--- config.mk ---
export PLATFORM = sky130hd
export DESIGN_NAME = standby_wake_reset_flags
export DESIGN_NICKNAME = d
export VERILOG_FILES = /design/src/verilog/wake_pkg.sv /design/src/verilog/wake_src_if.sv /design/src/verilog/reset_cause.sv /design/src/verilog/standby_wake_reset_flags.sv /design/src/verilog/wake_detector.sv
export VERILOG_INCLUDE_DIRS = /design/src /design/src/verilog
export SDC_FILE = /design/constraint.sdc
export NUM_CORES = 1
export LEC_CHECK = 0
export BUFFER_PORTS_ARGS = -buffer_cell sky130_fd_sc_hd__buf_2
export CORE_MARGIN = 8
export CORE_UTILIZATION = 30
export CTS_CLUSTER_DIAMETER = 50
export CTS_CLUSTER_SIZE = 10
export DETAILED_ROUTE_END_ITERATION = 10
export GPL_TIMING_DRIVEN = 1
export HOLD_SLACK_MARGIN = 0.02
export SETUP_SLACK_MARGIN = 0.5
export SYNTH_ARGS = -nofsm -noshare
export SYNTH_HDL_FRONTEND = slang
export SYNTH_SLANG_ARGS = --single-unit
--- constraint.sdc ---
create_clock -name sys_clk_i -period 1.4 [get_ports sys_clk_i]
set_input_delay 0.28 -clock sys_clk_i [delete_from_list [all_inputs] [get_ports sys_clk_i]]
set_output_delay 0.28 -clock sys_clk_i [all_outputs]
set_load 0.02 [all_outputs]
--- src/verilog/wake_params.svh ---
// constants of the standby wake and reset cause block
// assumes inclusion by bare name from the design files
`ifndef WAKE_PARAMS_SVH
`define WAKE_PARAMS_SVH
`define ADDR_W 8
`define OFS_MODE_A 8'h00
`define OFS_MODE_B 8'h04
`define OFS_CLEAR 8'h08
`define OFS_RST_FLAGS 8'h0c
`define OFS_CORE_CTRL 8'h10
`define OFS_IRQ_STAT 8'h14
`define OFS_IRQ_MASK 8'h18
`define NUM_SRC 6
`define SRC_PER_REG 4
`define LANE_W 8
`define DET_MSB 6
`define DET_LSB 4
`define REC_MSB 3
`define REC_LSB 2
`define EN_BIT 0
`define DET_RESET 3'h2
`define REC_RISE 2'h1
`define REC_FALL 2'h2
`define CLR_MSB 4
`define CLR_LVD 5'h00
`define CLR_EXT0 5'h01
`define CLR_RTC 5'h05
`define FLAG_W 5
`define FLAG_PIN 0
`define FLAG_WDT 2
`define FLAG_SOFT 4
`define FLAG_MASK 5'h15
`define FLAGS_RESET 5'h01
`define CTL_VCLR 1
`define CTL_SRST 2
`define CTL_ENDIAN 15
`define KEY_LSB 16
`define KEY_WRITE 16'h05fa
`define KEY_READ 16'hfa05
`define MODE_B_HI 32'h2020_0000
`endif

--- src/verilog/wake_pkg.sv ---
// types of the standby wake and reset cause block
// assumes nothing beyond a SystemVerilog compiler
package wake_pkg;
  // detection codes 101 to 111 are not permitted
  typedef enum logic [2:0] {
    det_low, det_high, det_fall, det_rise, det_both
  } detect_type;
endpackage : wake_pkg

--- src/verilog/wake_src_if.sv ---
// interface between the register block and one wake source
// assumes the control side drives mode and clear on sys_clk_i
`timescale 1ns/1ps
`default_nettype none
interface wake_src_if;
  logic [2:0] detect;
  logic enable;
  logic clear;
  logic pending;
  logic fire;
  logic [1:0] record;
  modport ctl (output detect, output enable, output clear,
               input pending, input fire, input record);
  modport src (input detect, input enable, input clear,
               output pending, output fire, output record);
endinterface : wake_src_if
`default_nettype wire
--- src/verilog/reset_cause.sv ---
// sticky reset cause flags, cleared only by software writing 0
// assumes cause events are one-cycle pulses on sys_clk_i
`include "wake_params.svh"
`timescale 1ns/1ps
`default_nettype none
module reset_cause (
  // clock and reset
  input wire logic sys_clk_i,
  input wire logic arst_n_i,
  // cause events
  input wire logic watchdog_evt_i,
  input wire logic soft_evt_i,
  // software write
  input wire logic wr_i,
  input wire logic [`FLAG_W-1:0] wdata_i,
  // flags
  output logic [`FLAG_W-1:0] flags_o
);
  logic [`FLAG_W-1:0] flags, keep, sets, next_flags;

  always_comb begin
    sets = '0;
    sets[`FLAG_WDT] = watchdog_evt_i;
    sets[`FLAG_SOFT] = soft_evt_i;
    keep = wr_i ? wdata_i : `FLAG_MASK;
    // an event in the clearing cycle still sets its flag
    next_flags = ((flags & keep) | sets) & `FLAG_MASK;
  end

  // the block reset stands for the pin reset, so pin flag comes up set
  always_ff @(posedge sys_clk_i or negedge arst_n_i) begin
    if (!arst_n_i) begin
      flags <= `FLAGS_RESET;
    end else begin
      flags <= next_flags;
    end
  end

  assign flags_o = flags;
endmodule : reset_cause
`default_nettype wire

--- src/verilog/standby_wake_reset_flags.sv ---
// standby wake request sources, reset cause flags, core reset control
// assumes a single-cycle strobe register port on sys_clk_i
//
// Summary of operation
// detect field 000 low, 001 high, 010 fall, 011 rise, 100 both.
// one byte lane per source: detect 6-4, record 3-2, enable 0.
// read-only record 01 rising, 10 falling, 11 both; both mode only.
// a clear command also clears the source's edge record.
// software sets detect first, enable in a later separate write.
// software programs the voltage detector source to rising only.
// software programs the calendar source to falling only.
// 5-bit write-only clear code 0..5 selects a source; reads zero.
// soft reset flag, bit 4, set by reset from the request bit.
// watchdog flag bit 2 and pin flag bit 0 record their resets.
// reset flags stay set until software writes zero to them.
// request bit 2 asks for a whole-device reset, cleared by it.
// vector clear bit 1 discards active state and self-clears.
// byte order bit 15 reads 0, little endian only.
// enabled source meeting its condition latches a pending request.
// inputs sampled on the block clock; edges from two samples.
`include "wake_params.svh"
`timescale 1ns/1ps
`default_nettype none
module standby_wake_reset_flags (
  // clock and reset
  input wire logic sys_clk_i,
  input wire logic arst_n_i,
  // register port
  input wire logic [`ADDR_W-1:0] addr_i,
  input wire logic [31:0] wdata_i,
  input wire logic wr_i,
  input wire logic rd_i,
  output logic [31:0] rdata_o,
  // wake inputs
  input wire logic low_voltage_wake_i,
  input wire logic [3:0] ext_wake_i,
  input wire logic calendar_wake_i,
  // reset events from the reset generator
  input wire logic watchdog_reset_i,
  input wire logic system_reset_done_i,
  // outputs
  output logic [`NUM_SRC-1:0] wake_request_o,
  output logic irq_o,
  output logic system_reset_request_o,
  output logic active_vector_clear_o
);
  // ****************************************
  // helpers
  // ****************************************
  function automatic logic [`ADDR_W-1:0] mode_addr(input int i);
    mode_addr = (i < `SRC_PER_REG) ? `OFS_MODE_A : `OFS_MODE_B;
  endfunction : mode_addr

  function automatic logic [`LANE_W-1:0] lane_of(
    input logic [31:0] w, input int i);
    lane_of = w[(i % `SRC_PER_REG) * `LANE_W +: `LANE_W];
  endfunction : lane_of

  // ****************************************
  // state
  // ****************************************
  logic [2:0] det [`NUM_SRC];
  logic [2:0] next_det [`NUM_SRC];
  logic [`NUM_SRC-1:0] en, next_en, clr;
  logic [`NUM_SRC-1:0] pend, fire;
  logic [1:0] rec [`NUM_SRC];
  logic [`NUM_SRC-1:0] irq_stat, next_irq_stat;
  logic [`NUM_SRC-1:0] irq_mask, next_irq_mask;
  logic srst_req, next_srst_req;
  logic vclr, next_vclr;
  logic [31:0] rdata, next_rdata;
  logic [`NUM_SRC-1:0] wake_in;
  logic [`FLAG_W-1:0] flags;
  logic key_ok, ctl_wr, soft_evt;

  assign wake_in = {calendar_wake_i, ext_wake_i, low_voltage_wake_i};

  // ****************************************
  // wake sources
  // ****************************************
  wake_src_if src_if [`NUM_SRC] ();

  for (genvar g = 0; g < `NUM_SRC; g++) begin : g_src
    assign src_if[g].detect = det[g];
    assign src_if[g].enable = en[g];
    assign src_if[g].clear = clr[g];
    assign pend[g] = src_if[g].pending;
    assign fire[g] = src_if[g].fire;
    assign rec[g] = src_if[g].record;
    wake_detector u_det (
      .sys_clk_i (sys_clk_i),
      .arst_n_i (arst_n_i),
      .wake_in_i (wake_in[g]),
      .port_if (src_if[g])
    );
  end

  // ****************************************
  // reset cause flags
  // ****************************************
  // the soft flag marks a reset that this request caused
  assign soft_evt = system_reset_done_i & srst_req;

  reset_cause u_cause (
    .sys_clk_i (sys_clk_i),
    .arst_n_i (arst_n_i),
    .watchdog_evt_i (watchdog_reset_i),
    .soft_evt_i (soft_evt),
    .wr_i (wr_i && addr_i == `OFS_RST_FLAGS),
    .wdata_i (wdata_i[`FLAG_W-1:0]),
    .flags_o (flags)
  );

  // ****************************************
  // register writes
  // ****************************************
  // core control needs the key, like the core's own register
  assign key_ok = wdata_i[31:`KEY_LSB] == `KEY_WRITE;
  assign ctl_wr = wr_i && addr_i == `OFS_CORE_CTRL && key_ok;

  always_comb begin
    logic [`LANE_W-1:0] lane;
    lane = '0;
    next_en = en;
    clr = '0;
    for (int i = 0; i < `NUM_SRC; i++) begin
      lane = lane_of(wdata_i, i);
      next_det[i] = det[i];
      if (wr_i && addr_i == mode_addr(i)) begin
        next_det[i] = lane[`DET_MSB:`DET_LSB];
        next_en[i] = lane[`EN_BIT];
      end
      // codes 6 and up match no source and are ignored
      if (wr_i && addr_i == `OFS_CLEAR &&
          wdata_i[`CLR_MSB:0] == 5'(i)) begin
        clr[i] = 1'b1;
      end
    end
  end

  always_comb begin
    next_irq_stat = fire | irq_stat;
    if (wr_i && addr_i == `OFS_IRQ_STAT) begin
      next_irq_stat = fire | (irq_stat & ~wdata_i[`NUM_SRC-1:0]);
    end
    next_irq_mask = irq_mask;
    if (wr_i && addr_i == `OFS_IRQ_MASK) begin
      next_irq_mask = wdata_i[`NUM_SRC-1:0];
    end
    // held until the reset it asked for has been applied
    next_srst_req = srst_req & ~system_reset_done_i;
    if (ctl_wr && wdata_i[`CTL_SRST]) begin
      next_srst_req = 1'b1;
    end
    next_vclr = ctl_wr & wdata_i[`CTL_VCLR];
  end

  // ****************************************
  // register reads
  // ****************************************
  always_comb begin
    next_rdata = '0;
    if (rd_i) begin
      if (addr_i == `OFS_MODE_A || addr_i == `OFS_MODE_B) begin
        if (addr_i == `OFS_MODE_B) begin
          next_rdata = `MODE_B_HI;
        end
        for (int i = 0; i < `NUM_SRC; i++) begin
          if (addr_i == mode_addr(i)) begin
            next_rdata[(i % `SRC_PER_REG) * `LANE_W +: `LANE_W] =
              {1'b0, det[i], rec[i], 1'b0, en[i]};
          end
        end
      end else if (addr_i == `OFS_RST_FLAGS) begin
        next_rdata[`FLAG_W-1:0] = flags;
      end else if (addr_i == `OFS_CORE_CTRL) begin
        next_rdata[31:`KEY_LSB] = `KEY_READ;
        next_rdata[`CTL_ENDIAN] = 1'b0;
        next_rdata[`CTL_SRST] = srst_req;
      end else if (addr_i == `OFS_IRQ_STAT) begin
        next_rdata[`NUM_SRC-1:0] = irq_stat;
      end else if (addr_i == `OFS_IRQ_MASK) begin
        next_rdata[`NUM_SRC-1:0] = irq_mask;
      end
      // clear register and unmapped addresses read zero
    end
  end

  // ****************************************
  // registers
  // ****************************************
  always_ff @(posedge sys_clk_i or negedge arst_n_i) begin
    if (!arst_n_i) begin
      for (int i = 0; i < `NUM_SRC; i++) begin
        det[i] <= `DET_RESET;
      end
      en <= '0;
      irq_stat <= '0;
      irq_mask <= '0;
      srst_req <= 1'b0;
      vclr <= 1'b0;
      rdata <= '0;
    end else begin
      for (int i = 0; i < `NUM_SRC; i++) begin
        det[i] <= next_det[i];
      end
      en <= next_en;
      irq_stat <= next_irq_stat;
      irq_mask <= next_irq_mask;
      srst_req <= next_srst_req;
      vclr <= next_vclr;
      rdata <= next_rdata;
    end
  end

  assign rdata_o = rdata;
  assign wake_request_o = pend;
  assign irq_o = |(irq_stat & irq_mask);
  assign system_reset_request_o = srst_req;
  assign active_vector_clear_o = vclr;
endmodule : standby_wake_reset_flags
`default_nettype wire

--- src/verilog/wake_detector.sv ---
// one wake source: input synchroniser, detection, pending latch
// assumes wake_in_i is asynchronous to sys_clk_i
`include "wake_params.svh"
`timescale 1ns/1ps
`default_nettype none
module wake_detector (
  // clock and reset
  input wire logic sys_clk_i,
  input wire logic arst_n_i,
  // wake input pin
  input wire logic wake_in_i,
  // control side
  wake_src_if.src port_if
);
  logic sync_a, sync_b, prev, pending, fire;
  logic [1:0] record;
  logic rise, fall, hit;
  logic next_pending, next_fire;
  logic [1:0] next_record;

  always_comb begin
    rise = sync_b & ~prev;
    fall = ~sync_b & prev;
    case (port_if.detect)
      wake_pkg::det_low: hit = ~sync_b;
      wake_pkg::det_high: hit = sync_b;
      wake_pkg::det_fall: hit = fall;
      wake_pkg::det_rise: hit = rise;
      wake_pkg::det_both: hit = rise | fall;
      default: hit = 1'b0;
    endcase
    hit = hit & port_if.enable;
    // set wins over a clear in the same cycle
    next_pending = hit | (pending & ~port_if.clear);
    next_record = record & {2{~port_if.clear}};
    if (hit && port_if.detect == wake_pkg::det_both) begin
      next_record = next_record | (rise ? `REC_RISE : `REC_FALL);
    end
    next_fire = hit;
  end

  always_ff @(posedge sys_clk_i or negedge arst_n_i) begin
    if (!arst_n_i) begin
      sync_a <= 1'b0;
      sync_b <= 1'b0;
      prev <= 1'b0;
      pending <= 1'b0;
      fire <= 1'b0;
      record <= 2'h0;
    end else begin
      sync_a <= wake_in_i;
      sync_b <= sync_a;
      prev <= sync_b;
      pending <= next_pending;
      fire <= next_fire;
      record <= next_record;
    end
  end

  assign port_if.pending = pending;
  assign port_if.fire = fire;
  assign port_if.record = record;
endmodule : wake_detector
`default_nettype wire

==> results.yml, run 1 <==
worst_setup_path:
  worstSetupStartpointType: "flip-flop"
  cp-startpoint: "irq_mask[3]"
  critPathKind: "flip-flop to output pin"
  endpoint: "irq_o"
  rr_worst_depth: 5
  r2r-start: "g_src[3].u_det.sync_b"
  cp.arrival_ns: 1.26
  r2r_setup_slack_ns: -0.01
  required_ns: 1.12
  critical_path.max_fanout: 2
  reg2reg_to: "g_src[3].u_det.port_if.pending"
  cp-end-kind: "output pin"
timing:
  finalCriticalPeriod_ns: 1.54
  layout_worst_path_cycle_share_pct: 110
  rsz0062_at_grt: "yes"
  hold_viol_final: 0
  fmax_mhz: 651
  fin_skew_ns: 0.00470
  drv_slew: 0
  whs_ns: 0.0342
  setup_viol: 3
  fin_ws_ns: -0.136
synth:
  syn-cell-area_sq_um: 4840
  synth_edf_count: 0
  yosysMostFrequentCell: "dfrtp_1"
  synthCells: 407
  avgSynthCellArea_sq_um: 11.9
  synth_common_cells: "102 x dfrtp_1, 30 x mux2_2, 29 x nand2_1, 25 x inv_1, 16 x a21o_1"
  async_flop_share_pct: 100
  synthTopCellsByArea: "dfrtp_1 53%, mux2_2 7.0%, dfstp_2 3.8%"
  yosysTopAreaCell: "dfrtp_1"
  synth_top_flop_cell: "dfrtp_1"
  ys_warn_count: 0
  seq_area_frac_synth_pct: 56.5
  ys_types: 54
  synth_top_area_share_pct: 52.7
  ys_ff_latch: 109
job:
  cap_violations: 0
grt:
  grt_pass1_wl_um: 22600
  grt_max_degree: 61
  antenna_found_initial: 0
  grt_pass1_vias: 4117
  grt-ovfl-total: 0
  grt_usage_pct: 14.4
clock_tree:
  clock_latency_ns: 0.35
  cts-root-buf: "clkbuf_16"
  numCtsBuffers: 9
  clkSinkCount: 109
  clk_pin_slew_ns: 0.07
  cts_tree: "built"
  clock_path_buffers: 2
  cts.htree.levels: 3
status:
  run_status: "finished, violations left"
  violations: "negative setup slack"
placed_design:
  io_buffers: 82
  post-dp-hpwl_um: 9500
  place_congestion: 0.883
  placed_cell_area_sq_um: 5900
route:
  wl_per_cell_um: 17.9
  vias_per_cell: 4.79
  wl_um: 14200
  ant_nets: 0
  drc_errors: 0
  dr.pass1.iters: 4
  dr_total_vias: 3786
  drt_iter0_drc: 213
floorplanning:
  core_sq_um: 15800
  rows: 46
  io_pins: 93
  start_util_pct: 30.6
  design.die.area_sq_um: 20500
  dieHeight_um: 143
  die_w_um: 143
final_layout:
  regArea_sq_um: 2740
  area_growth_pct: 57.7
  multiInputGateArea_sq_um: 2600
  final_layout_size_suffix_gt1_share_pct: 57.0
  final_nets: 634
  num-fill-cells: 1400
  finish.instance_area_sq_um: 7640
  antenna-diode-count: 0
pwr:
  ir_drop_v: 0.000624
  p_leak_nw: 3.60
  finalPower_mw: 7.50
  powerDensity_nw_per_um2: 982
hold_path:
  hold_class: "input pin to flip-flop"
[how the worst min path moves through the flow]
stage	start	end	slack [ns]	cells past startpoint
after CTS	ext_wake_i[0]	g_src[1].u_det.sync_a	0.02	1
final	ext_wake_i[0]	g_src[1].u_det.sync_a	0.03	1
after detailed placement	arst_n_i	u_cause.flags_o[2]	0.30	2
after global routing	ext_wake_i[0]	g_src[1].u_det.sync_a	0.02	1
after floorplan	arst_n_i	active_vector_clear_o	-0.02	0
after global placement	arst_n_i	system_reset_request_o	0.31	2
[critical path: stages (launching register included)]
cell	delay, ns
dfrtp_1	0.39
a22oi_2	0.25
nand3_2	0.12
buf_6	0.15
[flip-flops by register name, indices dropped and copies added, names as in the netlist]
| name | count |
|---|---|
| en | 6 |
| g_src.u_det.port_if.fire | 6 |
| g_src.u_det.port_if.pending | 6 |
| irq_mask | 6 |
| u_cause.flags_o | 3 |
| system_reset_request_o | 1 |
| irq_stat | 6 |
| g_src.u_det.sync_a | 6 |
| g_src.u_det.port_if.record | 12 |
| active_vector_clear_o | 1 |
| g_src.u_det.sync_b | 6 |
| g_src.u_det.prev | 6 |
| src_if.detect | 18 |
| rdata_o | 26 |
[cell type report]
| class | instances | share of cell area [%] |
|---|---|---|
| sequential | 109 | 35.9 |
| multi-input combinational | 252 | 34.0 |
| timing repair buffer | 173 | 21.1 |
| tap | 216 | 3.54 |
| clock buffer | 10 | 3.00 |
| inverter | 25 | 1.23 |
| clock inverter | 6 | 1.13 |
[metrics by stage]
stage	util, %	TNS [ns]	std cells	worst slack (ns)
2_1_floorplan	-	-0.814	411	-0.0701
4_1_cts	46.9	-0.138	781	-0.124
5_1_grt	48.2	-0.307	791	-0.170
3_3_place_gp	37.3	-11.35	729	-0.299
6_report	48.2	-0.151	791	-0.136
3_5_place_dp	37.3	-12.80	729	-0.280
[routing by layer]
layer / vias to the layer above / part of all wire, % / track usage (%)
li1: 1768 / - / -
met1: 1893 / 42 / 17.5
met2: 104 / 50 / 23.7
met3: 21 / 6.1 / 4.34
met4: 0 / 2.1 / 4.75
met5: - / 0 / 0
[repair_timing]
action,CTS,global route
buffers inserted,31,10
resized for setup,231,37
gates cloned,4,0
hold buffers,1,0
setup endpoints to repair,127,127
pin swaps,52,31
endpoints found under the hold margin,102,0
[power breakdown]
group | switching (mW) | total, mW | internal [mW] | leakage (nW)
clock | 1.13 | 2.70 | 1.57 | 0.153
sequential | 0.207 | 3.57 | 3.36 | 1.38
combinational | 0.551 | 1.23 | 0.678 | 2.07
[cells by family (layout without fill, tap and decap cells)]
group                      count (synthesis)  in the layout  share of synthesized area (%)
xor gates and xnor gates                   5              5                          0.904
AOI/OAI and AO/OA                         75             75                           11.2
and+or+nand+nor                          115            115                           14.1
adders and majority gates                 12             12                           3.10
DFF                                      109            109                           56.5
buffers and inverters                     50            214                           5.14
other                                      1              5                         0.0774
muxes                                     40             40                           9.04
[cell usage in the layout (no fill, tap or decap), drive strengths merged, types with 5 or more instances in the layout]
master and n:
buf 172, dfrtp 102, nand2 31, mux2 30, inv 26, a21o 16, a21oi 12, nor2 12
ha 12, nand3 11, mux2i 10, clkbuf 10, o21ai 10, nor4 10, a22o 7, dfstp 7
nor3b 7, and2 6, nand4 6, a22oi 6, xor2 5, conb 5, nor4b 5, nor3 5
(Power assumes the default switching activity.)
==> run 2, diff against run 1 <==
CORE_UTILIZATION = 50   (was 30)
PLACE_DENSITY = 0.76   (was default)
==> results.yml, run 2 (same netlist as run 1, synthesis figures left out) <==
timing:
  finalCriticalPeriod_ns: 1.60
  layout_worst_path_cycle_share_pct: 114
  fin_ws_ns: -0.201
  hold_viol_final: 0
  fmax_mhz: 625
  slew-limit-headroom_pct: 62.9
  rsz0062_at_grt: "yes"
  fin_skew_ns: 0.0170
  setup_viol: 7
  worst_pin_slew_ns: 0.549
  whs_ns: 0.108
  drv_slew: 0
floorplanning:
  io_pins: 93
  start_util_pct: 50.5
  core_sq_um: 9590
  rows: 36
  dieHeight_um: 114
  die_w_um: 114
  design.die.area_sq_um: 13100
pwr:
  ir_drop_v: 0.000749
  p_leak_nw: 3.57
  powerDensity_nw_per_um2: 915
  finalPower_mw: 6.94
final_layout:
  final_layout_size_suffix_gt1_share_pct: 59.6
  area_growth_pct: 56.6
  num-fill-cells: 508
  utilization_pct: 79.1
  layout_common_cells: "93 x dfrtp_1, 64 x buf_6, 55 x buf_4, 38 x buf_2, 29 x mux2_4"
  final_nets: 640
  largest_reg_flops: 26
  finalNonFillerCells: 714
  final_common_cell: "dfrtp_1"
  antenna-diode-count: 0
worst_setup_path:
  required_ns: 1.12
  rr_worst_depth: 5
  cp_top_family: "flip-flops"
  critPathKind: "flip-flop to output pin"
  reg2reg_to: "g_src[2].u_det.port_if.record[1]"
  crit_buf_inv: 1
  critical_path.max_fanout: 2
  worstSetupStartpointType: "flip-flop"
  crit_chain: "a22oi_2 -> nand3_2 -> buf_6"
  cp-end-kind: "output pin"
  slowest_stage: "dfrtp_1"
  cp.arrival_ns: 1.32
  max_stage_delay_ns: 0.44
  r2r_setup_slack_ns: -0.06
  r2r-start: "g_src[2].u_det.sync_b"
clock_tree:
  clock_path_buffers: 2
  clk_pin_slew_ns: 0.10
  clkSinkCount: 109
  numCtsBuffers: 9
  cts_tree: "built"
  cts-root-buf: "clkbuf_8"
  clock_latency_ns: 0.39
  cts.htree.levels: 3
route:
  wl_um: 16900
  wl_per_cell_um: 23.7
  vias_per_cell: 5.92
  dr_total_vias: 4230
  drc_errors: 0
  dr.pass1.iters: 4
  ant_nets: 0
  drt_iter0_drc: 262
grt:
  grt_pass1_wl_um: 24500
  grt_max_degree: 59
  grt_pass1_vias: 4436
  grt_usage_pct: 24.5
  antenna_found_initial: 0
  grt-ovfl-total: 0
hold_path:
  min_from: "system_reset_done_i"
  holdPathStages: 2
  hold_path_end: "system_reset_request_o"
  hold_class: "input pin to flip-flop"
status:
  run_status: "finished, violations left"
  violations: "negative setup slack"
placed_design:
  preCtsSetupSlack_ns: -0.247
  post-dp-hpwl_um: 8800
  place_congestion: 0.950
  place_inst: 650
  io_buffers: 82
job:
  cap_violations: 0
run 2: metrics by stage:
stage                     instance area [sq um]  TNS [ns]
final                                      7580    -0.376
after global routing                       7580    -0.805
after CTS                                  7280    -0.151
after detailed placement                   5820    -12.14
after global placement                     5820    -10.43
after floorplan                            5020    -0.814
run 2: worst max path at each step:
stage / from / to / cells past startpoint
floorplan: addr_i[3] / irq_mask[0] / 4
global placement: addr_i[2] / g_src[5].u_det.port_if.record[0] / 5
detailed placement: addr_i[0] / rdata_o[14] / 7
CTS: irq_mask[4] / irq_o / 3
global route: irq_stat[1] / irq_o / 3
finish: irq_stat[3] / irq_o / 3
run 2: final cells by class:
| class | instances | area (sq um) | area share [%] |
|---|---|---|---|
| Multi-Input combinational cell | 252 | 2690 | 35.4 |
| Sequential cell | 109 | 2750 | 36.2 |
| Timing Repair Buffer | 179 | 1690 | 22.3 |
| Inverter | 25 | 96.3 | 1.27 |
| Clock buffer | 9 | 124 | 1.63 |
| Tap cell | 133 | 166 | 2.19 |
| Clock inverter | 7 | 73.8 | 0.973 |
run 2: layer usage:
layer  GRT usage, %  routed length [um]  up-vias  part of all wire (%)
met2           42.9                8570      234                    51
met5              0                   0        -                     0
met1           27.9                6380     2143                    38
li1               -                   -     1781                     -
met4           11.3                 878        0                   5.2
met3           5.06                1090       72                   6.4
run 2: what timing repair did:
action                                  in CTS  in global routing
endpoints found under the hold margin      108                  0
hold buffers                                 7                  0
gates resized for setup                    241                 49
endpoints found under the setup margin     127                127
buffers inserted                            26                 13
cloned                                       2                  0
pin swaps                                   49                 35
run 2: power breakdown:
part	leakage (nW)	switching, mW	internal, mW
Clock	0.100	1.15	0.838
Sequential	1.38	0.250	3.36
Combinational	2.09	0.617	0.727
Total	3.57	2.02	4.92
